### src/logic/csl_pkg.sv
package csl_pkg;

    // Stored set selector codes.
    typedef enum logic [1:0] {
        CSL_SET_USER1,
        CSL_SET_USER2,
        CSL_SET_USER3,
        CSL_SET_DEFAULT
    } csl_set_t;

    localparam int CSL_PARAM_W = 16;
    localparam int CSL_PARAM_N = 8;
    localparam int CSL_IDX_W = 3;
    localparam int CSL_PIX_W = 8;
    localparam int CSL_FCNT_W = 32;
    localparam int CSL_STAMP_W = 32;

    // Description file choice encoding; the factory value is basic.
    localparam logic CSL_DESC_BASIC = 1'b0;
    localparam logic CSL_DESC_FULL = 1'b1;
    localparam logic CSL_DESC_RESET = CSL_DESC_BASIC;
    localparam logic [1:0] CSL_STARTUP_RESET = 2'h3;

    // Description processing times after a restart.
    localparam int CSL_CLK_MHZ = 20;
    localparam int CSL_BASIC_PROC_US = 100;
    localparam int CSL_FULL_PROC_US = 200;
    localparam int CSL_BASIC_PROC_CYC = CSL_BASIC_PROC_US * CSL_CLK_MHZ;
    localparam int CSL_FULL_PROC_CYC = CSL_FULL_PROC_US * CSL_CLK_MHZ;
    localparam int CSL_PROC_W = 13;

    // Generated test pattern: value step, per pixel.
    localparam logic [7:0] CSL_TEST_STEP = 8'h01;

endpackage : csl_pkg

### src/logic/csl_config_set_loader.sv
`timescale 1ns/1ns
`default_nettype none
module csl_config_set_loader
    import csl_pkg::*;
#(
    parameter int PARAM_N = CSL_PARAM_N,
    parameter int BASIC_PROC_CYC = CSL_BASIC_PROC_CYC,
    parameter int FULL_PROC_CYC = CSL_FULL_PROC_CYC
) (
    input wire logic sys_clk_i, // 20 MHz clock
    input wire logic resetn_i, // Asynchronous reset, active low
    input wire logic [1:0] stored_set_choice_i, // Set chosen for a load
    input wire logic stored_set_load_cmd_i, // One-cycle load request
    input wire logic [1:0] startup_set_choice_i, // Set loaded after reset
    input wire logic description_file_choice_i, // Persistent description choice
    input wire logic acquiring_i, // Acquisition in progress
    input wire logic nv_read_done_i, // Stored word read finished
    input wire logic [CSL_PARAM_W-1:0] nv_rdata_i, // Stored word data
    input wire logic trailer_mode_on_i, // Trailer mode active
    input wire logic frame_number_en_i, // Frame number trailer enable
    input wire logic test_pattern_en_i, // Test image enable
    input wire logic frame_start_i, // One-cycle pulse per acquired image
    input wire logic frame_end_i, // One-cycle pulse at end of image data
    input wire logic pix_valid_i, // Sensor pixel valid
    input wire logic [CSL_PIX_W-1:0] pix_i, // Sensor pixel
    output logic nv_read_o, // Stored word read request
    output logic [1:0] nv_set_o, // Set being read
    output logic [CSL_IDX_W-1:0] nv_index_o, // Word being read
    output logic [CSL_PARAM_W*PARAM_N-1:0] active_params_o, // Active parameter set
    output logic load_busy_o, // Load in progress
    output logic load_done_o, // Load finished pulse
    output logic load_reject_o, // Load rejected pulse
    output logic description_store_o, // Description choice to persist
    output logic features_ready_o, // Description processed
    output logic colour_adjust_avail_o, // Colour adjustment exposed
    output logic sequencer_avail_o, // Sequencer exposed
    output logic pix_valid_o, // Output pixel valid
    output logic [CSL_PIX_W-1:0] pix_o, // Output pixel
    output logic trailer_valid_o, // Trailer word valid pulse
    output logic [CSL_STAMP_W-1:0] trailer_data_o // Trailer frame stamp
);

    typedef enum logic [1:0] {
        CSL_ST_IDLE,
        CSL_ST_REQ,
        CSL_ST_WAIT
    } csl_state_t;

    csl_state_t state_reg, state_next;
    logic [1:0] set_reg, set_next;
    logic [CSL_IDX_W-1:0] idx_reg, idx_next;
    logic [CSL_PARAM_W-1:0] params_reg [PARAM_N];
    logic [CSL_PARAM_W-1:0] params_next [PARAM_N];
    logic boot_reg, boot_next;
    logic done_reg, done_next;
    logic reject_reg, reject_next;
    logic desc_reg, desc_next;
    logic strap_reg, strap_next;
    logic [CSL_PROC_W-1:0] proc_reg, proc_next;
    logic ready_reg, ready_next;
    logic [CSL_FCNT_W-1:0] fcnt_reg, fcnt_next;
    logic [CSL_STAMP_W-1:0] stamp_reg, stamp_next;
    logic stamp_pend_reg, stamp_pend_next;
    logic tvalid_reg, tvalid_next;
    logic [CSL_STAMP_W-1:0] tdata_reg, tdata_next;
    logic pvalid_reg, pvalid_next;
    logic [CSL_PIX_W-1:0] pix_reg, pix_next;
    logic [CSL_PIX_W-1:0] tp_reg, tp_next;

    // Loader: reset start from the startup choice, then host loads.
    always_comb begin
        state_next = state_reg;
        set_next = set_reg;
        idx_next = idx_reg;
        boot_next = boot_reg;
        done_next = 1'b0;
        reject_next = 1'b0;
        for (int i = 0; i < PARAM_N; i++) begin
            params_next[i] = params_reg[i];
        end
        case (state_reg)
            CSL_ST_IDLE: begin
                if (boot_reg) begin
                    set_next = startup_set_choice_i;
                    idx_next = '0;
                    boot_next = 1'b0;
                    state_next = CSL_ST_REQ;
                end else if (stored_set_load_cmd_i) begin
                    if (acquiring_i) begin
                        reject_next = 1'b1;
                    end else begin
                        set_next = stored_set_choice_i;
                        idx_next = '0;
                        state_next = CSL_ST_REQ;
                    end
                end
            end
            CSL_ST_REQ: begin
                state_next = CSL_ST_WAIT;
            end
            CSL_ST_WAIT: begin
                if (nv_read_done_i) begin
                    params_next[idx_reg] = nv_rdata_i;
                    if (idx_reg == CSL_IDX_W'(PARAM_N - 1)) begin
                        done_next = 1'b1;
                        state_next = CSL_ST_IDLE;
                    end else begin
                        idx_next = idx_reg + 1'b1;
                        state_next = CSL_ST_REQ;
                    end
                end
            end
            default: begin
                state_next = CSL_ST_IDLE;
            end
        endcase
    end

    always_ff @(posedge sys_clk_i or negedge resetn_i) begin
        if (!resetn_i) begin
            state_reg <= CSL_ST_IDLE;
            set_reg <= CSL_STARTUP_RESET;
            idx_reg <= '0;
            boot_reg <= 1'b1;
            done_reg <= 1'b0;
            reject_reg <= 1'b0;
            for (int i = 0; i < PARAM_N; i++) begin
                params_reg[i] <= '0;
            end
        end else begin
            state_reg <= state_next;
            set_reg <= set_next;
            idx_reg <= idx_next;
            boot_reg <= boot_next;
            done_reg <= done_next;
            reject_reg <= reject_next;
            for (int i = 0; i < PARAM_N; i++) begin
                params_reg[i] <= params_next[i];
            end
        end
    end

    // Description choice: the running choice is captured once after reset.
    always_comb begin
        strap_next = 1'b0;
        desc_next = desc_reg;
        proc_next = proc_reg;
        ready_next = ready_reg;
        if (strap_reg) begin
            desc_next = description_file_choice_i;
            proc_next = (description_file_choice_i == CSL_DESC_FULL) ?
                CSL_PROC_W'(FULL_PROC_CYC) : CSL_PROC_W'(BASIC_PROC_CYC);
        end else if (!ready_reg) begin
            if (proc_reg <= CSL_PROC_W'(1)) begin
                ready_next = 1'b1;
            end else begin
                proc_next = proc_reg - 1'b1;
            end
        end
    end

    always_ff @(posedge sys_clk_i or negedge resetn_i) begin
        if (!resetn_i) begin
            strap_reg <= 1'b1;
            desc_reg <= CSL_DESC_RESET;
            proc_reg <= CSL_PROC_W'(FULL_PROC_CYC);
            ready_reg <= 1'b0;
        end else begin
            strap_reg <= strap_next;
            desc_reg <= desc_next;
            proc_reg <= proc_next;
            ready_reg <= ready_next;
        end
    end

    // Pixel path and trailer stamping.
    always_comb begin
        fcnt_next = fcnt_reg;
        stamp_next = stamp_reg;
        stamp_pend_next = stamp_pend_reg;
        tvalid_next = 1'b0;
        tdata_next = tdata_reg;
        pvalid_next = pix_valid_i;
        pix_next = pix_reg;
        tp_next = tp_reg;
        // A trailer that ends in the cycle a new frame starts must not drop the new frame's pending stamp.
        if (trailer_mode_on_i && frame_end_i && stamp_pend_reg && frame_number_en_i) begin
            tvalid_next = 1'b1;
            tdata_next = stamp_reg;
            stamp_pend_next = 1'b0;
        end
        if (frame_start_i) begin
            stamp_next = fcnt_reg;
            fcnt_next = fcnt_reg + 1'b1;
            stamp_pend_next = trailer_mode_on_i && frame_number_en_i;
            tp_next = '0;
        end
        if (pix_valid_i) begin
            if (test_pattern_en_i) begin
                pix_next = tp_reg;
                tp_next = tp_reg + CSL_TEST_STEP;
            end else begin
                pix_next = pix_i;
            end
        end
        if (!trailer_mode_on_i) begin
            stamp_pend_next = 1'b0;
        end
    end

    always_ff @(posedge sys_clk_i or negedge resetn_i) begin
        if (!resetn_i) begin
            fcnt_reg <= '0;
            stamp_reg <= '0;
            stamp_pend_reg <= 1'b0;
            tvalid_reg <= 1'b0;
            tdata_reg <= '0;
            pvalid_reg <= 1'b0;
            pix_reg <= '0;
            tp_reg <= '0;
        end else begin
            fcnt_reg <= fcnt_next;
            stamp_reg <= stamp_next;
            stamp_pend_reg <= stamp_pend_next;
            tvalid_reg <= tvalid_next;
            tdata_reg <= tdata_next;
            pvalid_reg <= pvalid_next;
            pix_reg <= pix_next;
            tp_reg <= tp_next;
        end
    end

    generate
        for (genvar g = 0; g < PARAM_N; g++) begin : g_pack
            assign active_params_o[g*CSL_PARAM_W +: CSL_PARAM_W] = params_reg[g];
        end
    endgenerate

    // Features hidden by the basic description appear only once processing is over.
    function automatic logic full_features(input logic ready, input logic desc);
        return ready && (desc == CSL_DESC_FULL);
    endfunction : full_features

    assign nv_read_o = (state_reg == CSL_ST_REQ);
    assign nv_set_o = set_reg;
    assign nv_index_o = idx_reg;
    assign load_busy_o = (state_reg != CSL_ST_IDLE) || boot_reg;
    assign load_done_o = done_reg;
    assign load_reject_o = reject_reg;
    assign description_store_o = description_file_choice_i;
    assign features_ready_o = ready_reg;
    assign colour_adjust_avail_o = full_features(ready_reg, desc_reg);
    assign sequencer_avail_o = full_features(ready_reg, desc_reg);
    assign pix_valid_o = pvalid_reg;
    assign pix_o = pix_reg;
    assign trailer_valid_o = tvalid_reg;
    assign trailer_data_o = tdata_reg;

    AST_REJECT_WHILE_ACQ: assert property (@(posedge sys_clk_i) disable iff (!resetn_i)
        (state_reg == CSL_ST_IDLE && !boot_reg && stored_set_load_cmd_i && acquiring_i) |=> load_reject_o
        && $stable(active_params_o)) else $error("load during acquisition not rejected");

    AST_LOAD_STARTS: assert property (@(posedge sys_clk_i) disable iff (!resetn_i)
        (state_reg == CSL_ST_IDLE && !boot_reg && stored_set_load_cmd_i && !acquiring_i)
        |=> nv_read_o && nv_index_o == '0) else $error("idle load did not start");

    AST_BOOT_LOAD: assert property (@(posedge sys_clk_i) disable iff (!resetn_i)
        boot_reg |=> nv_read_o && nv_set_o == $past(startup_set_choice_i)) else $error("startup load missing");

    AST_WORD_COPY: assert property (@(posedge sys_clk_i) disable iff (!resetn_i)
        (state_reg == CSL_ST_WAIT && nv_read_done_i)
        |=> params_reg[$past(idx_reg)] == $past(nv_rdata_i)) else $error("stored word not copied");

    AST_BASIC_AVAIL: assert property (@(posedge sys_clk_i) disable iff (!resetn_i)
        (desc_reg == CSL_DESC_BASIC) |-> !colour_adjust_avail_o && !sequencer_avail_o)
        else $error("basic description exposes hidden features");

    AST_PROC_TIME: assert property (@(posedge sys_clk_i) disable iff (!resetn_i)
        $rose(ready_reg) |-> proc_reg <= CSL_PROC_W'(1)) else $error("features ready too early");

    AST_TRAILER_OFF: assert property (@(posedge sys_clk_i) disable iff (!resetn_i)
        !trailer_mode_on_i |=> !stamp_pend_reg && !trailer_valid_o) else $error("trailer left on");

    AST_STAMP_VALUE: assert property (@(posedge sys_clk_i) disable iff (!resetn_i)
        frame_start_i |=> stamp_reg == $past(fcnt_reg) && fcnt_reg == $past(fcnt_reg) + 1)
        else $error("frame stamp wrong");

    AST_TEST_PIX: assert property (@(posedge sys_clk_i) disable iff (!resetn_i)
        (pix_valid_i && test_pattern_en_i) |=> pix_o == $past(tp_reg)) else $error("test pixel not generated");

endmodule : csl_config_set_loader
`default_nettype wire

### config.mk
export PLATFORM = sky130hd
export DESIGN_NAME = csl_config_set_loader
export DESIGN_NICKNAME = d
export VERILOG_FILES = /design/src/logic/csl_pkg.sv /design/src/logic/csl_config_set_loader.sv
export SDC_FILE = /design/constraint.sdc
export NUM_CORES = 1
export LEC_CHECK = 0
export ABC_AREA = 1
export BUFFER_PORTS_ARGS = -buffer_cell sky130_fd_sc_hd__buf_2
export CORE_ASPECT_RATIO = 1.1
export CORE_MARGIN = 2
export CORE_UTILIZATION = 30
export DETAILED_ROUTE_END_ITERATION = 7
export GPL_ROUTABILITY_DRIVEN = 0
export GPL_TIMING_DRIVEN = 1
export RECOVER_POWER = 25
export SLEW_MARGIN = 20
export SYNTH_ARGS = -nofsm -noshare
export SYNTH_HDL_FRONTEND = slang
export SYNTH_SLANG_ARGS = --single-unit
### constraint.sdc
create_clock -name sys_clk_i -period 3.4 [get_ports sys_clk_i]
set_input_delay 0.34 -clock sys_clk_i [delete_from_list [all_inputs] [get_ports sys_clk_i]]
set_output_delay 0.34 -clock sys_clk_i [all_outputs]
set_load 0.1 [all_outputs]
==> results.py, run 1 <==
metrics = {
    "hold_path": {
        "min_from": "pix_i[5]",
        "worst_hold_path_type": "in2reg",
        "holdPathStages": 3,
        "holdPathEnd": "pix_o[5]",
    },
    "critical_path": {
        "crit_chain": "inv_1, nor2_1, nand2_2, inv_2, nand2_4, nor2_4, a21oi_1",
        "critPathArrivalTime_ns": 2.49,
        "criticalPathCategory": "reg2reg",
        "critPathLaunch": "state_reg[1]",
        "cp_slowest_stage_delay_ns": 0.65,
        "endpoint_kind": "flip-flop",
        "r2r-start": "state_reg[1]",
        "cp.required_ns": 3.79,
        "cpMaxStageDelayCell": "nor2_4",
        "r2r_setup_slack_ns": 1.30,
        "r2r.worst_path.cells": 7,
        "cp-start-kind": "flip-flop",
        "critPathMaxFanout": 32,
        "worstReg2RegEnd": "active_params_o[90]",
    },
    "synthesis": {
        "syn_inst": 1211,
        "synthesis.area_um2": 11100,
        "synth_top_area_cell": "dfrtp_1",
        "ys_async_sr_fraction_pct": 100,
        "yosys_register_bits": 269,
        "synth_area_leaders": "dfrtp_1 (58%), nand2_1 (8.2%), nor2_1 (6.2%)",
        "yosys_warnings": 0,
        "synth-edff-count": 0,
        "synth.distinct_cells": 37,
        "seq_area_frac_synth_pct": 60.7,
        "ys.flop_type": "dfrtp_1",
        "syn_avg_cell_area_um2": 9.17,
        "syn_nets": 1257,
        "yosysTopAreaCellShare_pct": 58.3,
    },
    "grt": {
        "grt_pass1_vias": 8561,
        "globalRouteTotalUtil_pct": 14.9,
        "grt-ovfl-total": 0,
        "grt_max_degree": 73,
        "antenna_found_initial": 0,
        "grt_pass1_wl_mm": 46.1,
    },
    "status": {
        "status": "complete, but fails checks",
        "violations": "capacitance limit, slew limit",
    },
    "routing": {
        "wl_per_cell_um": 14.7,
        "drtIter0Drc": 452,
        "route.detailed.drc": 0,
        "ant_nets": 0,
        "viasPerCell": 4.46,
        "vias": 8696,
        "wl_mm": 28.8,
        "dr.pass1.iters": 4,
    },
    "clock_network": {
        "cts_sinks": 269,
        "cts.path.max_buffers": 3,
        "clockRootBuffer": "clkbuf_16",
        "post_cts.repair.setup_buffers": 0,
        "path_clk_slew_ns": 0.06,
        "clock_latency_ns": 0.56,
        "cts_max_level": 1,
        "cts_tree": "yes",
        "numCtsBuffers": 29,
    },
    "placed_design": {
        "io_buffer_count": 222,
        "hpwl_mm": 20.3,
    },
    "pwr": {
        "p_leak_nw": 7.07,
        "ir_drop_v": 0.000517,
        "power_density_nw_per_um2": 853,
    },
    "finish": {
        "final_cell_mix": "dfrtp_1 (259), nand2_1 (244), buf_2 (220), nor2_1 (185), inv_1 (114)",
        "area_growth_pct": 24.0,
        "largest_reg_flops": 128,
        "fill_cells": 3779,
        "nets": 1487,
        "layout-drive-gt1-share_pct": 21.7,
        "final_common_cell": "dfrtp_1",
        "diodes": 0,
    },
    "floorplan": {
        "start_util_pct": 30.6,
        "die_area_um2": 38600,
        "die_x_um": 187,
        "die-height_um": 206,
        "pin_count": 223,
        "core_area_um2": 36400,
        "core.rowCount": 73,
    },
    "sta": {
        "min_period_over_period_pct": 61.8,
        "holdWs_ns": 0.0448,
        "setup_tns_ns": 0,
        "slew_headroom_pct": -10.3,
        "hold_viol": 0,
        "period_needed_ns": 2.10,
        "max_slew.worst_pin.slew_ns": 1.65,
        "slew_viol_final": 62,
        "finClkSkew_ns": 0.0166,
        "setup_viol": 0,
        "rsz0062_at_grt": "false",
        "fmax_mhz": 476,
    },
    "flow_run": {
        "cap_violations": 1,
    },
}
## synth_stat cells, types with 3 or more instances
library cell	n
nand2_1	244
dfrtp_1	259
o211ai_1	3
dfstp_2	10
buf_4	9
o21ai_0	93
xnor2_1	11
nand4_1	5
ha_1	6
nor3_1	3
nor2_1	184
inv_1	113
a21oi_1	105
xor2_1	17
inv_2	3
a21oi_2	14
nand3b_1	4
clkbuf_1	18
nand3_1	63
nor2_2	5
buf_2	16
nor2_4	7
## worst max-delay path: cells and delay by family, from the launching register on
family          cells  cell delay (ns)
compound gates      1             0.17
buf+inv             2             0.18
simple gates        4             1.20
flops               1             0.37
## report_power, final
group          total [mW]  internal (mW)  leakage, nW  switching [mW]
logic                4.47          0.633         3.07            3.84
clock network        3.24           1.94        0.481            1.30
registers            4.04           3.72         3.51           0.325
## worst max path at each step
stage	end	slack, ns
5_1_grt	active_params_o[20]	0.98
3_5_place_dp	fcnt_reg[24]	1.26
6_report	active_params_o[90]	1.30
2_1_floorplan	sequencer_avail_o	0.96
4_1_cts	load_busy_o	1.34
3_3_place_gp	fcnt_reg[28]	1.29
## layer usage
metal  up-vias  global-route usage (%)  part of all wire (%)
met2       194                    25.2                    48
met4         0                    3.77                   1.9
met3        41                    3.33                   5.9
met1      4150                    19.4                    44
met5         -                       0                     0
li1       4311                       -                     -
## metrics by stage
step / utilization (%) / power (mW) / area (µm²) / std cells / worst slack [ns]
2_1_floorplan: - / 7.75 / 11100 / 1211 / 0.959
3_3_place_gp: 34.9 / 8.54 / 12700 / 1884 / 1.29
3_5_place_dp: 34.9 / 8.58 / 12700 / 1884 / 1.26
4_1_cts: 38.0 / 11.9 / 13800 / 1951 / 1.34
5_1_grt: 37.9 / 12.3 / 13800 / 1951 / 0.983
6_report: 37.9 / 11.8 / 13800 / 1951 / 1.30
## layout make-up
| type | count | area [µm²] | share of cell area [%] |
|---|---|---|---|
| timing repair buffer | 244 | 1330 | 9.64 |
| tap | 487 | 609 | 4.42 |
| inverter | 117 | 439 | 3.19 |
| clock buffer | 40 | 797 | 5.79 |
| sequential | 269 | 6740 | 49.0 |
| multi-input combinational | 780 | 3680 | 26.7 |
| clock inverter | 14 | 176 | 1.28 |
## cell families after synthesis
logic type               share of synthesized area (%)
AO/OA/AOI/OAI                                     10.5
XOR/XNOR                                          2.21
adder cells (fa/ha/maj)                          0.676
buffers and inverters                             6.09
flip-flops                                        60.7
other                                           0.0338
AND/OR/NAND/NOR                                   19.8
## what timing repair did
item                                   in CTS  in global routing
hold buffers                               13                  0
endpoints found under the hold margin      65                  0
gates resized for setup                     0                  0
Note: power is estimated with default switching activity, not from simulation.
==> inputs of run 2 (changes only) <==
==> constraint.sdc (replaced) <==
create_clock -name sys_clk_i -period 1.7 [get_ports sys_clk_i]
set_input_delay 0.17 -clock sys_clk_i [delete_from_list [all_inputs] [get_ports sys_clk_i]]
set_output_delay 0.17 -clock sys_clk_i [all_outputs]
set_load 0.1 [all_outputs]
==> run 2 against run 1 <==
Compared with the run above:
- the run now ends clean
- clock skew grew 0.021 ns
- die area unchanged
- critical path depth shrank 2
- critical endpoint is now load_busy_o
- largest cell class unchanged
==> results.py, run 2 (same netlist as run 1, synthesis figures left out) <==
metrics = {
    "sta": {
        "period_needed_ns": 1.68,
        "slew_headroom_pct": 42.3,
        "setup_tns_ns": 0,
        "fmax_mhz": 596,
        "finClkSkew_ns": 0.0374,
        "min_period_over_period_pct": 98.7,
        "slew_viol_final": 0,
        "setup_viol": 0,
        "hold_viol": 0,
        "max_slew.worst_pin.slew_ns": 0.865,
        "rsz0062_at_grt": "true",
        "worst_slack_ns": 0.0229,
    },
    "clock_network": {
        "numCtsBuffers": 30,
        "cts.path.max_buffers": 3,
        "path_clk_slew_ns": 0.06,
        "cts_sinks": 269,
        "cts_max_level": 1,
        "clock_latency_ns": 0.58,
        "cts_tree": "yes",
        "clockRootBuffer": "clkbuf_16",
    },
    "critical_path": {
        "cp.required_ns": 1.53,
        "endpoint_kind": "output pin",
        "critPathArrivalTime_ns": 1.51,
        "cp-start-kind": "flip-flop",
        "criticalPathCategory": "reg2out",
        "cp_slowest_stage_delay_ns": 0.40,
        "critPathMaxFanout": 3,
        "cpMostUsedCell": "inv_2",
        "crit_chain": "inv_2, nand2_4, nor2_4, inv_2, buf_12",
        "crit_family": "flip-flops",
        "cpMaxStageDelayCell": "dfrtp_1",
        "cp_num_buf_inv": 3,
    },
    "pwr": {
        "power_density_nw_per_um2": 1670,
        "p_leak_nw": 7.34,
        "ir_drop_v": 0.00131,
    },
    "flow_run": {
        "cap_violations": 0,
    },
    "grt": {
        "grt_pass1_wl_mm": 46.7,
        "grt_pass1_vias": 8756,
        "globalRouteTotalUtil_pct": 15.1,
        "grt-ovfl-total": 0,
        "grt_max_degree": 65,
        "antenna_found_initial": 1,
    },
    "routing": {
        "dr.pass1.iters": 5,
        "wl_mm": 29.3,
        "wl_per_cell_um": 14.7,
        "ant_nets": 0,
        "route.detailed.drc": 0,
        "vias": 8914,
        "drtIter0Drc": 507,
        "viasPerCell": 4.45,
    },
    "status": {
        "status": "complete, no violations",
    },
    "floorplan": {
        "die_area_um2": 38600,
        "core.rowCount": 73,
        "pin_count": 223,
        "start_util_pct": 30.6,
        "core_area_um2": 36400,
        "die_x_um": 187,
        "die-height_um": 206,
    },
    "finish": {
        "area_growth_pct": 30.4,
        "final_common_cell": "dfrtp_1",
        "final_cell_mix": "dfrtp_1 (255), nand2_1 (242), buf_2 (213), nor2_1 (178), inv_1 (110)",
        "layout-drive-gt1-share_pct": 24.5,
        "diodes": 0,
        "largest_reg_flops": 128,
        "fin_area_um2": 14500,
        "nets": 1539,
        "instances_no_fill": 2002,
    },
    "placed_design": {
        "place_area_um2": 13000,
        "placed_cells_incl_taps": 1912,
        "dp_slack_ns": 0.147,
        "io_buffer_count": 222,
        "hpwl_mm": 20.5,
    },
    "hold_path": {
        "worst_hold_path_type": "in2reg",
    },
}
-- run 2: final cells by class --
type	instances	area (µm²)
Timing Repair Buffer	295	1900
Tap cell	487	609
Sequential cell	269	6750
Inverter	117	445
Clock inverter	12	164
Fill cell	3686	21900
Multi-Input combinational cell	780	3730
Clock buffer	42	886
-- run 2: power by group --
group	leakage (nW)	switching [mW]	internal, mW
sequential	3.51	0.637	7.44
combinational	3.31	7.77	1.52
clock	0.518	2.67	4.08
total	7.34	11.1	13.0
-- run 2: per-layer routing --
| layer | global-route usage, % | vias up | wire [µm] |
|---|---|---|---|
| met4 | 4.08 | 2 | 576 |
| met3 | 3.89 | 40 | 2020 |
| met2 | 25.0 | 234 | 13900 |
| met1 | 19.6 | 4221 | 12800 |
| li1 | - | 4417 | - |
| met5 | 0 | - | 11 |
-- run 2: repair_timing --
item | in CTS | in global routing
buffers inserted | 0 | 5
endpoints found under the setup margin | 6 | 21
pin swaps | 0 | 9
hold buffers | 29 | 0
endpoints found under the hold margin | 286 | 0
gates cloned | 0 | 2
gates resized for setup | 9 | 15
-- run 2: stage by stage --
step | hold slack (ns) | utilization (%) | power [mW]
3_5_place_dp | 0.146 | 35.9 | 17.3
4_1_cts | 0.00245 | 39.6 | 24.3
3_3_place_gp | 0.142 | 35.9 | 17.2
5_1_grt | 0.0411 | 39.9 | 25.2
6_report | 0.0270 | 39.9 | 24.1
2_1_floorplan | -0.126 | - | 15.5
-- run 2: worst paths after layout --
path / from / to / slack [ns] / cells past startpoint
setup / recovery: state_reg[1] / load_busy_o / 0.02 / 5
hold / removal: nv_rdata_i[6] / active_params_o[118] / 0.03 / 3
setup reg to reg: state_reg[0] / active_params_o[112] / 0.04 / 10
hold reg to reg: trailer_data_o[12] / trailer_data_o[12] / 0.48 / 2
max in group asynchronous: resetn_i / fcnt_reg[3] / 0.43 / 3
min in group asynchronous: resetn_i / active_params_o[14] / 0.11 / 2
-- run 2: tightest hold or removal path, cell delays in order --
cell	delay (ns)
buf_2	0.07
inv_1	0.16
a21oi_2	0.16
==> inputs of run 3 (changes only) <==
==> constraint.sdc (replaced) <==
create_clock -name sys_clk_i -period 1.8 [get_ports sys_clk_i]
set_input_delay 0.18 -clock sys_clk_i [delete_from_list [all_inputs] [get_ports sys_clk_i]]
set_output_delay 0.18 -clock sys_clk_i [all_outputs]
set_load 0.1 [all_outputs]
==> run 3 against run 2 <==
Compared with the run above:
- sequential power down 5.4%
- cell area down 2.2%
- clock skew down 0.0011 ns
- flip-flop and latch count unchanged
- count of clock-buffer cells in the layout unchanged
- cell count down 1.0%
- global-route usage down 0.10 points
- worst hold slack better by 0.014 ns
- worst setup slack better by 0.058 ns
- register-to-register slack better by 0.08 ns
- sequential share of layout area up 1.0 points
- wire length down 1.6%
- highest routed layer unchanged
==> results.py, run 3 (same netlist as run 1, synthesis figures left out) <==
metrics = {
    "finish": {
        "nets": 1519,
        "largest_reg_flops": 128,
        "layout-drive-gt1-share_pct": 23.3,
        "multi_input_area_um2": 3700,
        "final_cell_mix": "dfrtp_1 (255), nand2_1 (242), buf_2 (220), nor2_1 (182), inv_1 (111)",
        "area_growth_pct": 27.5,
        "final_common_cell": "dfrtp_1",
        "regArea_um2": 6750,
        "fill_cells": 3726,
        "instances_no_fill": 1982,
        "diodes": 0,
    },
    "routing": {
        "viasPerCell": 4.48,
        "dr.pass1.iters": 5,
        "route.detailed.drc": 0,
        "ant_nets": 0,
        "wl_mm": 28.9,
        "wl_per_cell_um": 14.6,
        "drtIter0Drc": 383,
        "vias": 8879,
    },
    "clock_network": {
        "cts_sinks": 269,
        "clockRootBuffer": "clkbuf_16",
        "path_clk_slew_ns": 0.06,
        "cts_tree": "yes",
        "cts_max_level": 1,
        "numCtsBuffers": 29,
        "cts.path.max_buffers": 3,
        "clock_latency_ns": 0.57,
    },
    "hold_path": {
        "worst_hold_path_type": "in2reg",
        "holdPathStages": 4,
    },
    "sta": {
        "slew_viol_final": 0,
        "fmax_mhz": 582,
        "worst_slack_ns": 0.0809,
        "holdWs_ns": 0.0413,
        "min_period_over_period_pct": 95.5,
        "rsz0062_at_grt": "false",
        "hold_viol": 0,
        "period_needed_ns": 1.72,
        "max_slew.worst_pin.slew_ns": 0.922,
        "setup_viol": 0,
        "slew_headroom_pct": 38.5,
        "finClkSkew_ns": 0.0364,
    },
    "placed_design": {
        "hpwl_mm": 20.7,
        "placed_cells_incl_taps": 1903,
        "dp_slack_ns": 0.162,
        "io_buffer_count": 222,
    },
    "pwr": {
        "p_int_mw": 12.0,
        "ir_drop_v": 0.00160,
        "seq_power_share_pct": 34.2,
        "power_switching_mw": 10.3,
        "p_clk_share_pct": 27.7,
        "p_leak_nw": 7.21,
        "combPwrFrac_pct": 38.2,
        "p_sw_share_pct": 46.1,
        "power_density_nw_per_um2": 1580,
    },
    "floorplan": {
        "pin_count": 223,
        "start_util_pct": 30.6,
        "die_area_um2": 38600,
        "die_x_um": 187,
        "core.rowCount": 73,
        "die-height_um": 206,
        "core_area_um2": 36400,
    },
    "grt": {
        "grt_pass1_wl_mm": 46.1,
        "grt_pass1_vias": 8594,
        "globalRouteTotalUtil_pct": 15.0,
        "grt_max_degree": 65,
        "antenna_found_initial": 1,
        "grt-ovfl-total": 0,
    },
    "critical_path": {
        "r2r.worst_path.cells": 5,
        "critPathArrivalTime_ns": 1.54,
        "critPathMaxFanout": 4,
        "criticalPathCategory": "reg2out",
        "crit_chain": "inv_2, nor2_2, buf_2",
        "cpMaxStageDelayCell": "buf_2",
        "cp-start-kind": "flip-flop",
        "endpoint_kind": "output pin",
        "cp_slowest_stage_delay_ns": 0.42,
        "cp.required_ns": 1.62,
    },
    "flow_run": {
        "cap_violations": 0,
    },
    "status": {
        "status": "complete, no violations",
    },
}
-- run 3: worst paths after layout --
path,slack [ns],from,end
max,0.08,state_reg[0],nv_read_o
min,0.04,test_pattern_en_i,pix_o[6]
max reg2reg,0.12,boot_reg,nv_set_o[1]
min reg2reg,0.47,desc_reg,desc_reg
max in group asynchronous,0.29,resetn_i,proc_reg[8]
min in group asynchronous,0.32,resetn_i,active_params_o[1]
-- run 3: stage by stage --
stage | TNS [ns] | total power, mW | util [%] | cell area (µm²)
finish | 0 | 22.4 | 39.0 | 14200
global route | 0 | 23.3 | 39.0 | 14200
CTS | 0 | 22.6 | 39.1 | 14200
detailed placement | 0 | 16.2 | 35.7 | 13000
global placement | 0 | 16.1 | 35.7 | 13000
floorplan | -0.00688 | 14.6 | - | 11100
-- run 3: routing by layer --
| layer | vias up | global-route usage, % | share of wire, % |
|---|---|---|---|
| li1 | 4388 | - | - |
| met1 | 4225 | 19.2 | 44 |
| met2 | 215 | 24.6 | 46 |
| met3 | 49 | 4.37 | 7.7 |
| met4 | 2 | 4.53 | 2.3 |
| met5 | - | 0 | 0.045 |
-- run 3: worst max-delay path: cells and delay by family, from the launching register on --
family | cells | cell delay [ns]
flops | 1 | 0.40
simple gates | 1 | 0.07
buf+inv | 2 | 0.50
-- run 3: layout make-up --
type / count / area share (%)
clock buffers: 42 / 5.82
clock inverters: 11 / 1.17
inverters: 117 / 3.13
multi-input cells: 780 / 26.1
flip-flops and latches: 269 / 47.6
well taps: 487 / 4.30
repair buffers: 276 / 11.8
-- run 3: power groups by stage --
stage / Combinational (mW) / Sequential [mW] / Clock [mW]
finish: 8.53 / 7.64 / 6.19
global route: 8.94 / 7.77 / 6.62
CTS: 8.59 / 7.64 / 6.37
detailed placement: 8.49 / 7.74 / 0
global placement: 8.44 / 7.71 / 0
floorplan: 1.57 / 13.1 / 0
-- run 3: what timing repair did --
item                                   4_1_cts  5_1_grt
endpoints found under the hold margin      108        0
buffers inserted                             0        0
hold buffers                                26        0
setup endpoints to repair                    1        4
resized for setup                            2        5
